===== src/rspt_pkg.sv =====
// Constants, register map and encodings for the reset status and power-up timer block.
// Assumes a 250 MHz system clock and a classic Wishbone slave with 32-bit data.
`default_nettype none

package rspt_pkg;

  // ==========================================================================
  // Timing
  localparam int CLK_PERIOD_PS = 4000;
  localparam int RC_PERIOD_NS = 32;
  localparam int RC_PERIOD_PS = RC_PERIOD_NS * 1000 * 1000 / 1000;
  localparam int RC_TICK_CYCLES = (RC_PERIOD_PS * 1000) / CLK_PERIOD_PS;
  localparam int TICK_CNT_W = 16;
  localparam int POWERUP_TIMER_BITS = 11;
  localparam int PIN_FILTER_NS = 20;
  localparam int PIN_FILTER_CYCLES = (PIN_FILTER_NS * 1000 + CLK_PERIOD_PS - 1) / CLK_PERIOD_PS;
  localparam int PIN_FILT_W = 4;

  // ==========================================================================
  // Program counter
  localparam int PC_W = 21;
  localparam logic [20:0] PC_RESET_VEC = 21'h000000;
  localparam logic [20:0] PC_HIGH_VEC = 21'h000008;
  localparam logic [20:0] PC_LOW_VEC = 21'h000018;
  localparam logic [20:0] PC_STEP = 21'h000002;

  // ==========================================================================
  // Register map (byte addresses)
  localparam logic [7:0] ADDR_STATUS = 8'h00;
  localparam logic [7:0] ADDR_STACK = 8'h04;
  localparam logic [7:0] ADDR_CONTROL = 8'h08;
  localparam logic [7:0] ADDR_TIMER = 8'h0C;

  // Status register fields
  localparam int BIT_BROWNOUT = 0;
  localparam int BIT_POWERON = 1;
  localparam int BIT_POWERDOWN = 2;
  localparam int BIT_TIMEOUT = 3;
  localparam int BIT_RESET_INSTR = 4;
  // Stack register fields
  localparam int BIT_STACK_FULL = 0;
  localparam int BIT_STACK_UNDERFLOW = 1;
  // Control register fields
  localparam int BIT_STACK_RST_EN = 0;
  localparam int BIT_PRIO_EN = 7;
  // Timer register fields
  localparam int BIT_POWERUP_TIMER_EXPIRED = 16;
  localparam int BIT_CORE_RESET = 17;

  localparam logic CTRL_STACK_RST_EN_RST = 1'b1;
  localparam logic CTRL_PRIO_EN_RST = 1'b0;

  // ==========================================================================
  // Power modes
  typedef enum logic [1:0] {
    RSPT_MODE_FULL = 2'b00,
    RSPT_MODE_RUN = 2'b01,
    RSPT_MODE_IDLE = 2'b10,
    RSPT_MODE_SLEEP = 2'b11
  } rspt_mode_t;

endpackage

`default_nettype wire


===== src/rspt_top.sv =====
// Reset sequencing, reset-cause flags and always-on power-up timer.
// Assumes all inputs synchronous to clk_i and a classic Wishbone master.
`default_nettype none

module rspt_top #(
  parameter int RC_TICK_CYCLES = rspt_pkg::RC_TICK_CYCLES,
  parameter int POWERUP_TIMER_BITS = rspt_pkg::POWERUP_TIMER_BITS,
  parameter bit BROWNOUT_PRESENT = 1'b1
) (
  // Clock and reset
  input wire logic clk_i,
  input wire logic rst_i,
  // Wishbone slave
  input wire logic wb_cyc_i,
  input wire logic wb_stb_i,
  input wire logic wb_we_i,
  input wire logic [7:0] wb_adr_i,
  input wire logic [3:0] wb_sel_i,
  input wire logic [31:0] wb_dat_i,
  output logic [31:0] wb_dat_o,
  output logic wb_ack_o,
  // Supply detectors and reset pin
  input wire logic por_pulse_i,
  input wire logic brownout_i,
  input wire logic external_reset_pin_n_i,
  // Core events
  input wire logic [1:0] power_mode_i,
  input wire logic wdt_timeout_i,
  input wire logic reset_instr_i,
  input wire logic stack_full_i,
  input wire logic stack_underflow_i,
  input wire logic interrupt_wake_i,
  input wire logic sleep_instr_i,
  input wire logic clrwdt_instr_i,
  input wire logic high_priority_global_enable_i,
  input wire logic low_priority_global_enable_i,
  input wire logic [20:0] cpu_pc_i,
  // Core control
  output logic core_reset_o,
  output logic pc_load_o,
  output logic [20:0] pc_value_o,
  output logic wake_o,
  output logic [4:0] status_flags_o
);

  // ==========================================================================
  // RC tick divider
  logic [rspt_pkg::TICK_CNT_W-1:0] tick_cnt_reg;
  logic rc_tick_reg;

  always_ff @(posedge clk_i) begin
    if (rst_i) begin
      tick_cnt_reg <= '0;
      rc_tick_reg <= 1'b0;
    end else if (tick_cnt_reg == rspt_pkg::TICK_CNT_W'(RC_TICK_CYCLES - 1)) begin
      tick_cnt_reg <= '0;
      rc_tick_reg <= 1'b1;
    end else begin
      tick_cnt_reg <= tick_cnt_reg + 1'b1;
      rc_tick_reg <= 1'b0;
    end
  end

  // ==========================================================================
  // Supply detectors sampled on the RC tick
  logic por_s_reg;
  logic bor_s_reg;
  logic por_event_reg;
  logic bor_event_reg;
  // Levels are resampled once per RC tick so that each flag update
  // comes from a single clean edge of the slow clock domain

  always_ff @(posedge clk_i) begin
    if (rst_i) begin
      por_s_reg <= 1'b1;
      bor_s_reg <= 1'b0;
      por_event_reg <= 1'b0;
      bor_event_reg <= 1'b0;
    end else if (rc_tick_reg) begin
      por_s_reg <= por_pulse_i;
      bor_s_reg <= brownout_i && BROWNOUT_PRESENT;
      por_event_reg <= por_pulse_i && !por_s_reg;
      bor_event_reg <= brownout_i && BROWNOUT_PRESENT && !bor_s_reg;
    end else begin
      por_event_reg <= 1'b0;
      bor_event_reg <= 1'b0;
    end
  end

  // ==========================================================================
  // Power-up timer, always enabled
  logic [POWERUP_TIMER_BITS-1:0] powerup_timer_cnt_reg;
  logic powerup_timer_expired_reg;

  always_ff @(posedge clk_i) begin
    if (rst_i) begin
      powerup_timer_cnt_reg <= '0;
      powerup_timer_expired_reg <= 1'b0;
    end else if (por_s_reg || bor_s_reg) begin
      powerup_timer_cnt_reg <= '0;
      powerup_timer_expired_reg <= 1'b0;
    end else if (rc_tick_reg && !powerup_timer_expired_reg) begin
      powerup_timer_cnt_reg <= powerup_timer_cnt_reg + 1'b1;
      if (&powerup_timer_cnt_reg) begin
        powerup_timer_expired_reg <= 1'b1;
      end
    end
  end

  // ==========================================================================
  // Reset pin glitch filter; the pin is input only
  logic [rspt_pkg::PIN_FILT_W-1:0] pin_cnt_reg;
  logic pin_low_reg;
  logic pin_fall_reg;
  // A low level must last the filter count before it counts;
  // shorter pulses restart the count and never reach the core

  always_ff @(posedge clk_i) begin
    if (rst_i) begin
      pin_cnt_reg <= '0;
      pin_low_reg <= 1'b0;
      pin_fall_reg <= 1'b0;
    end else begin
      pin_fall_reg <= 1'b0;
      if (external_reset_pin_n_i) begin
        pin_cnt_reg <= '0;
        pin_low_reg <= 1'b0;
      end else if (pin_cnt_reg
                   == rspt_pkg::PIN_FILT_W'(rspt_pkg::PIN_FILTER_CYCLES - 1)) begin
        pin_fall_reg <= !pin_low_reg;
        pin_low_reg <= 1'b1;
      end else begin
        pin_cnt_reg <= pin_cnt_reg + 1'b1;
      end
    end
  end

  // ==========================================================================
  // Control register
  logic stack_rst_en_reg;
  logic prio_en_reg;
  logic wb_write;
  logic [1:0] mode;
  logic asleep;

  assign wb_write = wb_cyc_i && wb_stb_i && wb_we_i && wb_ack_o && wb_sel_i[0];
  assign mode = power_mode_i;
  assign asleep = (mode == rspt_pkg::RSPT_MODE_IDLE) || (mode == rspt_pkg::RSPT_MODE_SLEEP);

  // Bus decode shared by the register write paths and the read mux
  logic wb_req;
  logic wr_status;
  logic wr_stack;
  logic wr_control;

  // Write strobe for one register: lands on the edge that sees ack high
  function automatic logic wr_hit(input logic wr, input logic [7:0] adr,
                                  input logic [7:0] target);
    wr_hit = wr && (adr == target);
  endfunction

  assign wb_req = wb_cyc_i && wb_stb_i && !wb_ack_o;
  assign wr_status = wr_hit(wb_write, wb_adr_i, rspt_pkg::ADDR_STATUS);
  assign wr_stack = wr_hit(wb_write, wb_adr_i, rspt_pkg::ADDR_STACK);
  assign wr_control = wr_hit(wb_write, wb_adr_i, rspt_pkg::ADDR_CONTROL);

  always_ff @(posedge clk_i) begin
    if (rst_i) begin
      stack_rst_en_reg <= rspt_pkg::CTRL_STACK_RST_EN_RST;
      prio_en_reg <= rspt_pkg::CTRL_PRIO_EN_RST;
    end else if (wr_control) begin
      stack_rst_en_reg <= wb_dat_i[rspt_pkg::BIT_STACK_RST_EN];
      prio_en_reg <= wb_dat_i[rspt_pkg::BIT_PRIO_EN];
    end
  end

  // ==========================================================================
  // Reset-cause and stack flags; hardware events win over software writes
  logic ri_reg;
  logic to_reg;
  logic pd_reg;
  logic po_reg;
  logic bo_reg;
  logic sf_reg;
  logic su_reg;

  always_ff @(posedge clk_i) begin
    if (rst_i) begin
      ri_reg <= 1'b1;
      to_reg <= 1'b1;
      pd_reg <= 1'b1;
      po_reg <= 1'b0;
      bo_reg <= 1'b0;
      sf_reg <= 1'b0;
      su_reg <= 1'b0;
    end else begin
      if (wr_status) begin
        ri_reg <= wb_dat_i[rspt_pkg::BIT_RESET_INSTR];
        po_reg <= wb_dat_i[rspt_pkg::BIT_POWERON];
        bo_reg <= wb_dat_i[rspt_pkg::BIT_BROWNOUT];
      end
      if (wr_stack) begin
        sf_reg <= wb_dat_i[rspt_pkg::BIT_STACK_FULL];
        su_reg <= wb_dat_i[rspt_pkg::BIT_STACK_UNDERFLOW];
      end
      if (por_event_reg) begin
        ri_reg <= 1'b1;
        to_reg <= 1'b1;
        pd_reg <= 1'b1;
        po_reg <= 1'b0;
        bo_reg <= 1'b0;
        sf_reg <= 1'b0;
        su_reg <= 1'b0;
      end else if (bor_event_reg) begin
        // Power-on and stack flags keep their values on a brown-out
        po_reg <= po_reg;
        ri_reg <= 1'b1;
        to_reg <= 1'b1;
        pd_reg <= 1'b1;
        bo_reg <= 1'b0;
      end else if (pin_fall_reg) begin
        if (mode == rspt_pkg::RSPT_MODE_RUN) begin
          to_reg <= 1'b1;
        end else if (asleep) begin
          to_reg <= 1'b1;
          pd_reg <= 1'b0;
        end
      end else if (wdt_timeout_i) begin
        to_reg <= 1'b0;
        if (asleep) begin
          pd_reg <= 1'b0;
        end
      end else if (reset_instr_i) begin
        ri_reg <= 1'b0;
      end else if (interrupt_wake_i && asleep) begin
        pd_reg <= 1'b0;
      end else if (sleep_instr_i) begin
        to_reg <= 1'b1;
        pd_reg <= 1'b0;
      end else if (clrwdt_instr_i) begin
        to_reg <= 1'b1;
        pd_reg <= 1'b1;
      end
      if (stack_full_i && stack_rst_en_reg) begin
        sf_reg <= 1'b1;
      end
      if (stack_underflow_i) begin
        su_reg <= 1'b1;
      end
    end
  end

  // ==========================================================================
  // Program counter load, wake and core reset
  logic evt_reset;
  logic stack_reset;

  assign stack_reset = stack_rst_en_reg && (stack_full_i || stack_underflow_i);
  assign evt_reset = reset_instr_i || stack_reset || (wdt_timeout_i && !asleep);

  always_ff @(posedge clk_i) begin
    if (rst_i) begin
      pc_load_o <= 1'b1;
      pc_value_o <= rspt_pkg::PC_RESET_VEC;
      wake_o <= 1'b0;
    end else begin
      pc_load_o <= 1'b0;
      wake_o <= 1'b0;
      if (por_event_reg || bor_event_reg || pin_fall_reg || evt_reset) begin
        pc_load_o <= 1'b1;
        pc_value_o <= rspt_pkg::PC_RESET_VEC;
      end else if (wdt_timeout_i && asleep) begin
        pc_load_o <= 1'b1;
        wake_o <= 1'b1;
        pc_value_o <= cpu_pc_i + rspt_pkg::PC_STEP;
      end else if (interrupt_wake_i && asleep) begin
        pc_load_o <= 1'b1;
        wake_o <= 1'b1;
        if (high_priority_global_enable_i) begin
          pc_value_o <= rspt_pkg::PC_HIGH_VEC;
        end else if (low_priority_global_enable_i) begin
          pc_value_o <= rspt_pkg::PC_LOW_VEC;
        end else begin
          pc_value_o <= cpu_pc_i + rspt_pkg::PC_STEP;
        end
      end
    end
  end

  always_ff @(posedge clk_i) begin
    if (rst_i) begin
      core_reset_o <= 1'b1;
    end else begin
      // Supply low or timer still running holds the core
      // Filtered pin low holds it; once the timer has expired the pin
      // alone decides, so a late release starts execution at once
      // Pulse resets from the core give a single cycle of reset
      core_reset_o <= por_s_reg || bor_s_reg
                      || !powerup_timer_expired_reg
                      || pin_low_reg
                      || evt_reset;
    end
  end

  always_ff @(posedge clk_i) begin
    if (rst_i) begin
      status_flags_o <= '0;
    end else begin
      status_flags_o <= {ri_reg, to_reg, pd_reg, po_reg, bo_reg};
    end
  end

  // ==========================================================================
  // Wishbone slave: one wait state, unmapped reads return zero
  always_ff @(posedge clk_i) begin
    if (rst_i) begin
      wb_ack_o <= 1'b0;
      wb_dat_o <= '0;
    end else begin
      wb_ack_o <= wb_req;
      wb_dat_o <= '0;
      if (wb_req && !wb_we_i) begin
        case (wb_adr_i)
          rspt_pkg::ADDR_STATUS: begin
            wb_dat_o[rspt_pkg::BIT_RESET_INSTR] <= ri_reg;
            wb_dat_o[rspt_pkg::BIT_TIMEOUT] <= to_reg;
            wb_dat_o[rspt_pkg::BIT_POWERDOWN] <= pd_reg;
            wb_dat_o[rspt_pkg::BIT_POWERON] <= po_reg;
            wb_dat_o[rspt_pkg::BIT_BROWNOUT] <= bo_reg;
          end
          rspt_pkg::ADDR_STACK: begin
            wb_dat_o[rspt_pkg::BIT_STACK_FULL] <= sf_reg;
            wb_dat_o[rspt_pkg::BIT_STACK_UNDERFLOW] <= su_reg;
          end
          rspt_pkg::ADDR_CONTROL: begin
            wb_dat_o[rspt_pkg::BIT_STACK_RST_EN] <= stack_rst_en_reg;
            wb_dat_o[rspt_pkg::BIT_PRIO_EN] <= prio_en_reg;
          end
          rspt_pkg::ADDR_TIMER: begin
            wb_dat_o[POWERUP_TIMER_BITS-1:0] <= powerup_timer_cnt_reg;
            wb_dat_o[rspt_pkg::BIT_POWERUP_TIMER_EXPIRED] <= powerup_timer_expired_reg;
            wb_dat_o[rspt_pkg::BIT_CORE_RESET] <= core_reset_o;
          end
          default: begin
            wb_dat_o <= '0;
          end
        endcase
      end
    end
  end

endmodule

`default_nettype wire


===== config.mk =====
export PLATFORM = sky130hd
export DESIGN_NAME = rspt_top
export DESIGN_NICKNAME = d
export VERILOG_FILES = /design/src/rspt_pkg.sv /design/src/rspt_top.sv
export SDC_FILE = /design/constraint.sdc
export NUM_CORES = 1
export LEC_CHECK = 0
export BUFFER_PORTS_ARGS = -buffer_cell sky130_fd_sc_hd__buf_2
export CORE_MARGIN = 2
export CORE_UTILIZATION = 47
export CTS_BUF_LIST = sky130_fd_sc_hd__clkbuf_4
export CTS_CLUSTER_SIZE = 30
export DETAILED_ROUTE_END_ITERATION = 10
export PLACE_DENSITY = 0.81
export SETUP_SLACK_MARGIN = 0.1
export SLEW_MARGIN = 20
export SYNTH_ARGS = -nofsm -noshare
export SYNTH_HDL_FRONTEND = slang
export SYNTH_SLANG_ARGS = --single-unit

===== constraint.sdc =====
create_clock -name clk_i -period 1.9 [get_ports clk_i]
set_input_delay 0.285 -clock clk_i [delete_from_list [all_inputs] [get_ports clk_i]]
set_output_delay 0.285 -clock clk_i [all_outputs]
set_load 0.005 [all_outputs]

==> results.py, run 1 <==
metrics = {
    "floorplan": {
        "die_h_um": 98.34,
        "core_um2": 8678,
        "start_util_pct": 48.20,
        "die_w_um": 98.34,
        "pin_count": 146,
        "die_area_um2": 9670,
        "row_count": 34,
    },
    "placed_design": {
        "gp_congestion": 0.8299,
        "dpl-instance-area_um2": 4781,
        "hpwl_um": 7267,
        "port_buffers": 95,
    },
    "pwr": {
        "power.static_leakage_nw": 1.929,
        "p_int_mw": 2.473,
        "pwr-share-comb_pct": 8.8,
        "pwr-share-seq_pct": 58.6,
        "p_sw_share_pct": 25.88,
        "switching_power_uw": 863.4,
        "ir_worst_vdd_v": 0.0003399,
        "powerDensity_nw_per_um2": 671.0,
        "p_clk_share_pct": 32.6,
    },
    "yosys": {
        "yosys-top-cells-count": "dfxtp_1, nor2_1, xnor2_1",
        "synthXorXnorAreaFrac_pct": 7.748,
        "synth_area_leaders": "dfxtp_1, xnor2_1, buf_4",
        "async_reset_ff_share_pct": 0,
        "synthMuxAreaShare_pct": 2.453,
        "yosys_warnings": 0,
        "yosys.area_share.simple_pct": 27.01,
        "synth_compound_area_share_pct": 11.04,
        "synth_fa_ha_area_share_pct": 1.496,
        "avgSynthCellArea_um2": 9.233,
        "synth_area_um2": 4183,
        "synth_ff_type": "dfxtp_1",
        "synth.distinct_cells": 56,
        "synth_edf_count": 0,
        "ys_ff_latch": 91,
        "synth_top_family_by_area": "simple AND/OR/NAND/NOR gates",
        "seq_area_frac_synth_pct": 43.55,
        "synth.most_common_cell": "dfxtp_1",
        "synth_top_area_share_pct": 43.55,
        "synth_top_area_cell": "dfxtp_1",
        "synth_cells": 453,
    },
    "worst_setup_path": {
        "max_stage_delay_ns": 0.56,
        "start_kind": "register",
        "crit_buf_inv": 1,
        "crit_arrival_ns": 2.08,
        "worst_r2r_path_depth": 5,
        "r2r_start": "por_event_reg",
        "critPathTopFamily": "simple AND/OR/NAND/NOR gates",
        "path_class": "register to register",
        "slowest_stage": "or4_1",
        "worstPathRequired_ns": 2.26,
        "cp_max_fo": 18,
        "path_cells": "or4_1 -> nor4_4 -> and2_4 -> buf_12 -> o2bb2ai_1",
        "rrSetupSlack_ns": 0.18,
        "end_kind": "register",
        "rr_endpoint": "pc_value_o[1]",
    },
    "timing": {
        "finalCritPeriodShare_pct": 90.45,
        "maxSlewViolCount": 0,
        "fin_setup_tns_ns": 0,
        "skew_ns": 0.01478,
        "hold_violations": 0,
        "finalSetupViolations": 0,
        "timing.fmax_mhz": 581.9,
        "min_period_ns": 1.719,
        "grt_setup_unrepaired": "false",
    },
    "worst_hold_path": {
        "whs_endpoint": "su_reg",
        "hold_class": "input pin to register",
        "hold_depth": 3,
        "hold_start": "stack_underflow_i",
    },
    "layout": {
        "diodes": 0,
        "largest_reg_flops": 21,
        "design_area_um2": 4972,
        "drive_gt1_share_pct": 26.33,
        "area_growth_syn_to_layout_pct": 18.88,
        "nets": 650,
    },
    "cts": {
        "cts_htree_levels": 3,
        "cts_tree": "built",
        "clkSinkCount": 91,
        "clock_path_buffers": 2,
        "insertion_delay_ns": 0.43,
        "clk_pin_slew_ns": 0.15,
        "root_buffer": "clkbuf_4",
        "cts_buffers": 9,
    },
    "run_status": {
        "status": "completed",
    },
    "grt": {
        "grt_max_degree": 19,
        "antenna_found_initial": 0,
        "grt_pass1_vias": 3461,
        "grt_overflow": 0,
        "grt_pass1_wl_um": 15530,
        "grt.total_usage_pct": 19.54,
    },
    "drt": {
        "post-route-drc-count": 0,
        "vias": 3713,
        "first_pass_iters": 4,
        "wl_per_cell_um": 14.22,
        "routed_wl_um": 9585,
        "via_per_inst": 5.509,
        "ant_nets": 0,
        "drt_iter0_drc": 106,
    },
    "job": {
        "maxCapViolCount": 0,
    },
}
-- layout make-up --
type,count,area [um^2]
Multi-Input combinational cell,331,2181
Clock buffer,9,67.56
Fill cell,757,3706
Sequential cell,91,1823
Clock inverter,7,75.07
Timing Repair Buffer,115,641.9
Tap cell,108,135.1
Inverter,13,48.80
-- worst min-delay path, stage by stage --
cell	delay, ns
buf_2	0.09
nand2_1	0.05
o311ai_1	0.07
-- what timing repair did --
action                     4_1_cts  5_1_grt
buffers inserted                 0        2
resized for setup                1        8
setup endpoints to repair        5       25
gates cloned                     0        0
hold buffers                     0        0
-- kinds of logic (layout without fill, tap and decap cells) --
family	count (synthesis)	in the layout
DFF	91	91
adders and majority gates	5	5
and+or+nand+nor	197	197
xor gates and xnor gates	37	37
other	1	19
muxes	9	9
buffers and inverters	49	144
AOI/OAI and AO/OA	64	64
-- power by group through the flow --
stage	sequential, mW	combinational [mW]	clock [mW]
4_1_cts	1.95	0.289	1.12
3_3_place_gp	1.99	0.277	0
5_1_grt	1.96	0.325	1.20
2_1_floorplan	1.99	0.184	0
3_5_place_dp	2.00	0.287	0
6_report	1.96	0.295	1.09
-- how the worst max path moves through the flow --
stage | from | end | slack (ns) | depth (start not counted)
floorplan | wb_adr_i[1] | ri_reg | 0.04 | 5
global placement | wb_adr_i[1] | wb_dat_o[16] | -0.04 | 5
detailed placement | wb_adr_i[1] | bo_reg | -0.1 | 5
CTS | wb_ack_o | wb_dat_o[16] | 0.11 | 4
global route | por_event_reg | pc_value_o[19] | 0.1 | 5
finish | por_event_reg | pc_value_o[1] | 0.18 | 5
-- through the flow --
stage	hold slack (ns)	instances	power [mW]	utilization [%]	setup WS, ns
floorplan	0.3578	471	2.177	-	0.03837
global placement	0.4212	656	2.272	55.09	-0.03683
detailed placement	0.4420	656	2.283	55.09	-0.09965
CTS	0.04565	672	3.365	56.76	0.1141
global route	0.04120	674	3.484	57.30	0.09907
finish	0.07974	674	3.337	57.30	0.1815
-- metal layers --
metal / global-route usage [%] / vias up / share of wire, %
li1: - / 1814 / -
met2: 33.39 / 125 / 50
met3: 3.937 / 16 / 5.6
met5: 0 / - / 0
met4: 9.168 / 0 / 2.1
met1: 23.60 / 1758 / 43
-- cell usage in the layout, fill, tap and decap left out, types with 11 or more instances in the layout --
cell	netlist	final
nand3_1	22	22
nor2b_1	11	11
o21ai_0	14	14
inv_1	13	13
xnor2_1	24	24
conb_1	1	19
nand2_1	22	21
a21oi_1	11	11
xor2_1	13	13
nor3_1	15	15
buf_2	5	95
o2bb2ai_1	15	14
nor4_1	15	15
nand4_1	20	20
dfxtp_1	91	90
buf_4	21	18
nor2_1	39	39
No activity file was read; power rests on OpenSTA's default activity.
==> inputs of run 2 (changes only) <==
--- a/config.mk
+++ b/config.mk
@@ -5,13 +5,14 @@
 export SDC_FILE = /design/constraint.sdc
 export NUM_CORES = 1
 export LEC_CHECK = 0
+export ABC_AREA = 1
 export BUFFER_PORTS_ARGS = -buffer_cell sky130_fd_sc_hd__buf_2
 export CORE_MARGIN = 2
-export CORE_UTILIZATION = 47
+export CORE_UTILIZATION = 40
 export CTS_BUF_LIST = sky130_fd_sc_hd__clkbuf_4
 export CTS_CLUSTER_SIZE = 30
 export DETAILED_ROUTE_END_ITERATION = 10
-export PLACE_DENSITY = 0.81
+export PLACE_DENSITY = 0.7
 export SETUP_SLACK_MARGIN = 0.1
 export SLEW_MARGIN = 20
 export SYNTH_ARGS = -nofsm -noshare
==> run 2 against run 1 <==
Register-to-register slack better by 0.15 ns. Sequential power about the same. Via count rose by 6.3%. Global-route usage down 4.0 points. Final cell count up 31%. Core utilization shrank 9.4 points. Non-clock buffer count decreased by 14. First-iteration DRC count rose by 75%. Cell area rose by 4.4%.
==> results.py, run 2 <==
metrics = {
    "cts": {
        "clk_pin_slew_ns": 0.14,
        "insertion_delay_ns": 0.45,
        "postCtsHoldBufs": 0,
        "post_cts_buffers": 0,
        "clock_path_buffers": 2,
        "cts_htree_levels": 3,
        "root_buffer": "clkbuf_4",
        "cts_buffers": 9,
        "cts_tree": "built",
        "cts_resized": 0,
        "clkSinkCount": 91,
    },
    "worst_setup_path": {
        "path_cells": "ha_1 -> nand2_1 -> nor2_2 -> inv_1 -> nor2_1 -> nand2_1 -> nand2_1 -> buf_4 -> a21oi_1",
        "start_kind": "register",
        "slowest_stage": "dfxtp_1",
        "r2r_start": "tick_cnt_reg[0]",
        "end_kind": "register",
        "cp_common_cell": "nand2_1",
        "path_class": "register to register",
        "worstSetupStartpoint": "tick_cnt_reg[0]",
        "cp_max_fo": 6,
        "max_stage_delay_ns": 0.38,
        "worstPathRequired_ns": 2.24,
        "crit_arrival_ns": 1.91,
    },
    "layout": {
        "nets": 826,
        "final_cell_count_no_fill": 883,
        "final_common_cell": "nand2_1",
        "largest_reg_flops": 21,
        "layout_common_cells": "nand2_1, buf_2, dfxtp_1",
        "utilization_pct": 47.90,
        "area_growth_syn_to_layout_pct": 17.07,
        "drive_gt1_share_pct": 19.41,
    },
    "yosys": {
        "synth_cells": 632,
        "synth.distinct_cells": 36,
        "synth_area_leaders": "dfxtp_1, nand2_1, inv_1",
        "ys_ff_latch": 91,
        "yosys-top-cells-count": "nand2_1, dfxtp_1, inv_1",
        "avgSynthCellArea_um2": 7.018,
        "seq_area_frac_synth_pct": 41.07,
        "synth_area_um2": 4436,
        "synth_edf_count": 0,
        "yosys_warnings": 0,
        "synth_top_area_share_pct": 41.07,
        "synth.most_common_cell": "nand2_1",
        "async_reset_ff_share_pct": 0,
        "synth_ff_type": "dfxtp_1",
        "synth_top_area_cell": "dfxtp_1",
    },
    "grt": {
        "grt_pass1_vias": 3408,
        "grt.total_usage_pct": 15.53,
        "grt_overflow": 0,
        "antenna_found_initial": 1,
        "grt_pass1_wl_um": 14840,
        "grt_max_degree": 21,
    },
    "timing": {
        "relSlewSlack_pct": 66.87,
        "finalCritPeriodShare_pct": 82.39,
        "timing.fmax_mhz": 638.8,
        "worst_slack_ns": 0.3347,
        "maxSlewViolCount": 0,
        "grt_setup_unrepaired": "false",
        "min_period_ns": 1.565,
        "skew_ns": 0.01650,
        "tightestPinTransition_ns": 0.4942,
        "finalSetupViolations": 0,
        "hold_violations": 0,
        "fin_setup_tns_ns": 0,
    },
    "drt": {
        "drt_iter0_drc": 186,
        "vias": 3948,
        "ant_nets": 0,
        "routed_wl_um": 9055,
        "first_pass_iters": 4,
        "post-route-drc-count": 0,
        "via_per_inst": 4.471,
        "wl_per_cell_um": 10.25,
    },
    "floorplan": {
        "die_h_um": 109.3,
        "die_area_um2": 11950,
        "row_count": 38,
        "pin_count": 146,
        "start_util_pct": 40.92,
        "die_w_um": 109.3,
        "core_um2": 10840,
    },
    "pwr": {
        "p_sw_share_pct": 23.62,
        "pwr-share-seq_pct": 55.1,
        "ir_worst_vdd_v": 0.0003148,
        "powerDensity_nw_per_um2": 682.3,
        "power.static_leakage_nw": 2.459,
        "pwr-share-comb_pct": 7.6,
        "p_clk_share_pct": 37.3,
        "power.total_mw": 3.543,
        "p_int_mw": 2.706,
        "switching_power_uw": 836.8,
    },
    "worst_hold_path": {
        "hold_class": "input pin to register",
        "hold_start": "cpu_pc_i[0]",
    },
    "placed_design": {
        "place_ws_ns": 0.3646,
        "port_buffers": 95,
        "hpwl_um": 7046,
        "gp_congestion": 0.8596,
        "dpl.cell_count": 866,
    },
    "job": {
        "maxCapViolCount": 0,
    },
    "run_status": {
        "status": "completed",
    },
}
-- run 2: cell types whose count changed in the layout (fill, tap and decap cells not counted), sizes merged, moves of 15 or more --
cell     change
inv         +76
nand2      +152
nand3       +33
nor2        +52
nor4        -16
o2bb2ai     -15
xnor2       -16
-- run 2: path summary, 6_finish.rpt --
path | endpoint | slack (ns) | depth (start not counted)
setup / recovery | tick_cnt_reg[14] | 0.33 | 9
hold / removal | pc_value_o[0] | 0.04 | 3
setup reg to reg | tick_cnt_reg[14] | 0.33 | 9
hold reg to reg | wb_dat_o[17] | 0.44 | 2
-- run 2: logic make-up (layout without fill, tap and decap cells) --
logic type,after synthesis,in the layout,share of synthesized area [%]
other cells,1,20,0.08455
flops,91,91,41.07
xor+xnor,17,17,3.357
simple gates,357,357,36.61
fa+ha+maj,5,5,1.410
buf+inv,116,208,12.04
compound gates,45,45,5.416
-- run 2: power by group through the flow --
stage / Sequential, mW / Combinational (mW) / Clock [mW]
after floorplan: 1.99 / 0.185 / 0
after global placement: 1.99 / 0.268 / 0
after detailed placement: 1.99 / 0.269 / 0
after CTS: 1.95 / 0.271 / 1.36
after global routing: 1.96 / 0.312 / 1.45
final: 1.95 / 0.270 / 1.32
-- run 2: layer usage --
| layer | global-route usage [%] | vias up | wire, um |
|---|---|---|---|
| li1 | - | 2153 | - |
| met1 | 20.18 | 1696 | 4309 |
| met2 | 24.89 | 89 | 4187 |
| met3 | 2.845 | 10 | 422 |
| met4 | 7.505 | 0 | 136 |
| met5 | 0 | - | 0 |
-- run 2: area by class of cell --
class | count | area [um^2]
fillers | 1094 | 5648
multi-input cells | 443 | 2147
flip-flops and latches | 91 | 1822
repair buffers | 101 | 520.5
inverters | 91 | 342.8
well taps | 140 | 175.2
clock inverters | 7 | 115.1
clock buffers | 9 | 67.56
diodes | 1 | 2.502
-- run 2: metrics by stage --
stage | instance area [um^2] | hold slack [ns]
after floorplan | 4503 | 0.3831
after global placement | 5007 | 0.4140
after detailed placement | 5007 | 0.4198
after CTS | 5190 | 0.009320
after global routing | 5192 | 0.02564
final | 5192 | 0.04340
-- run 2: critical path: cells and delay by family, from the launching register on --
kind                       cells  cell delay, ns
buffers and inverters          2            0.26
DFF                            1            0.38
AOI/OAI and AO/OA              1            0.04
and+or+nand+nor                5            0.62
adders and majority gates      1            0.17
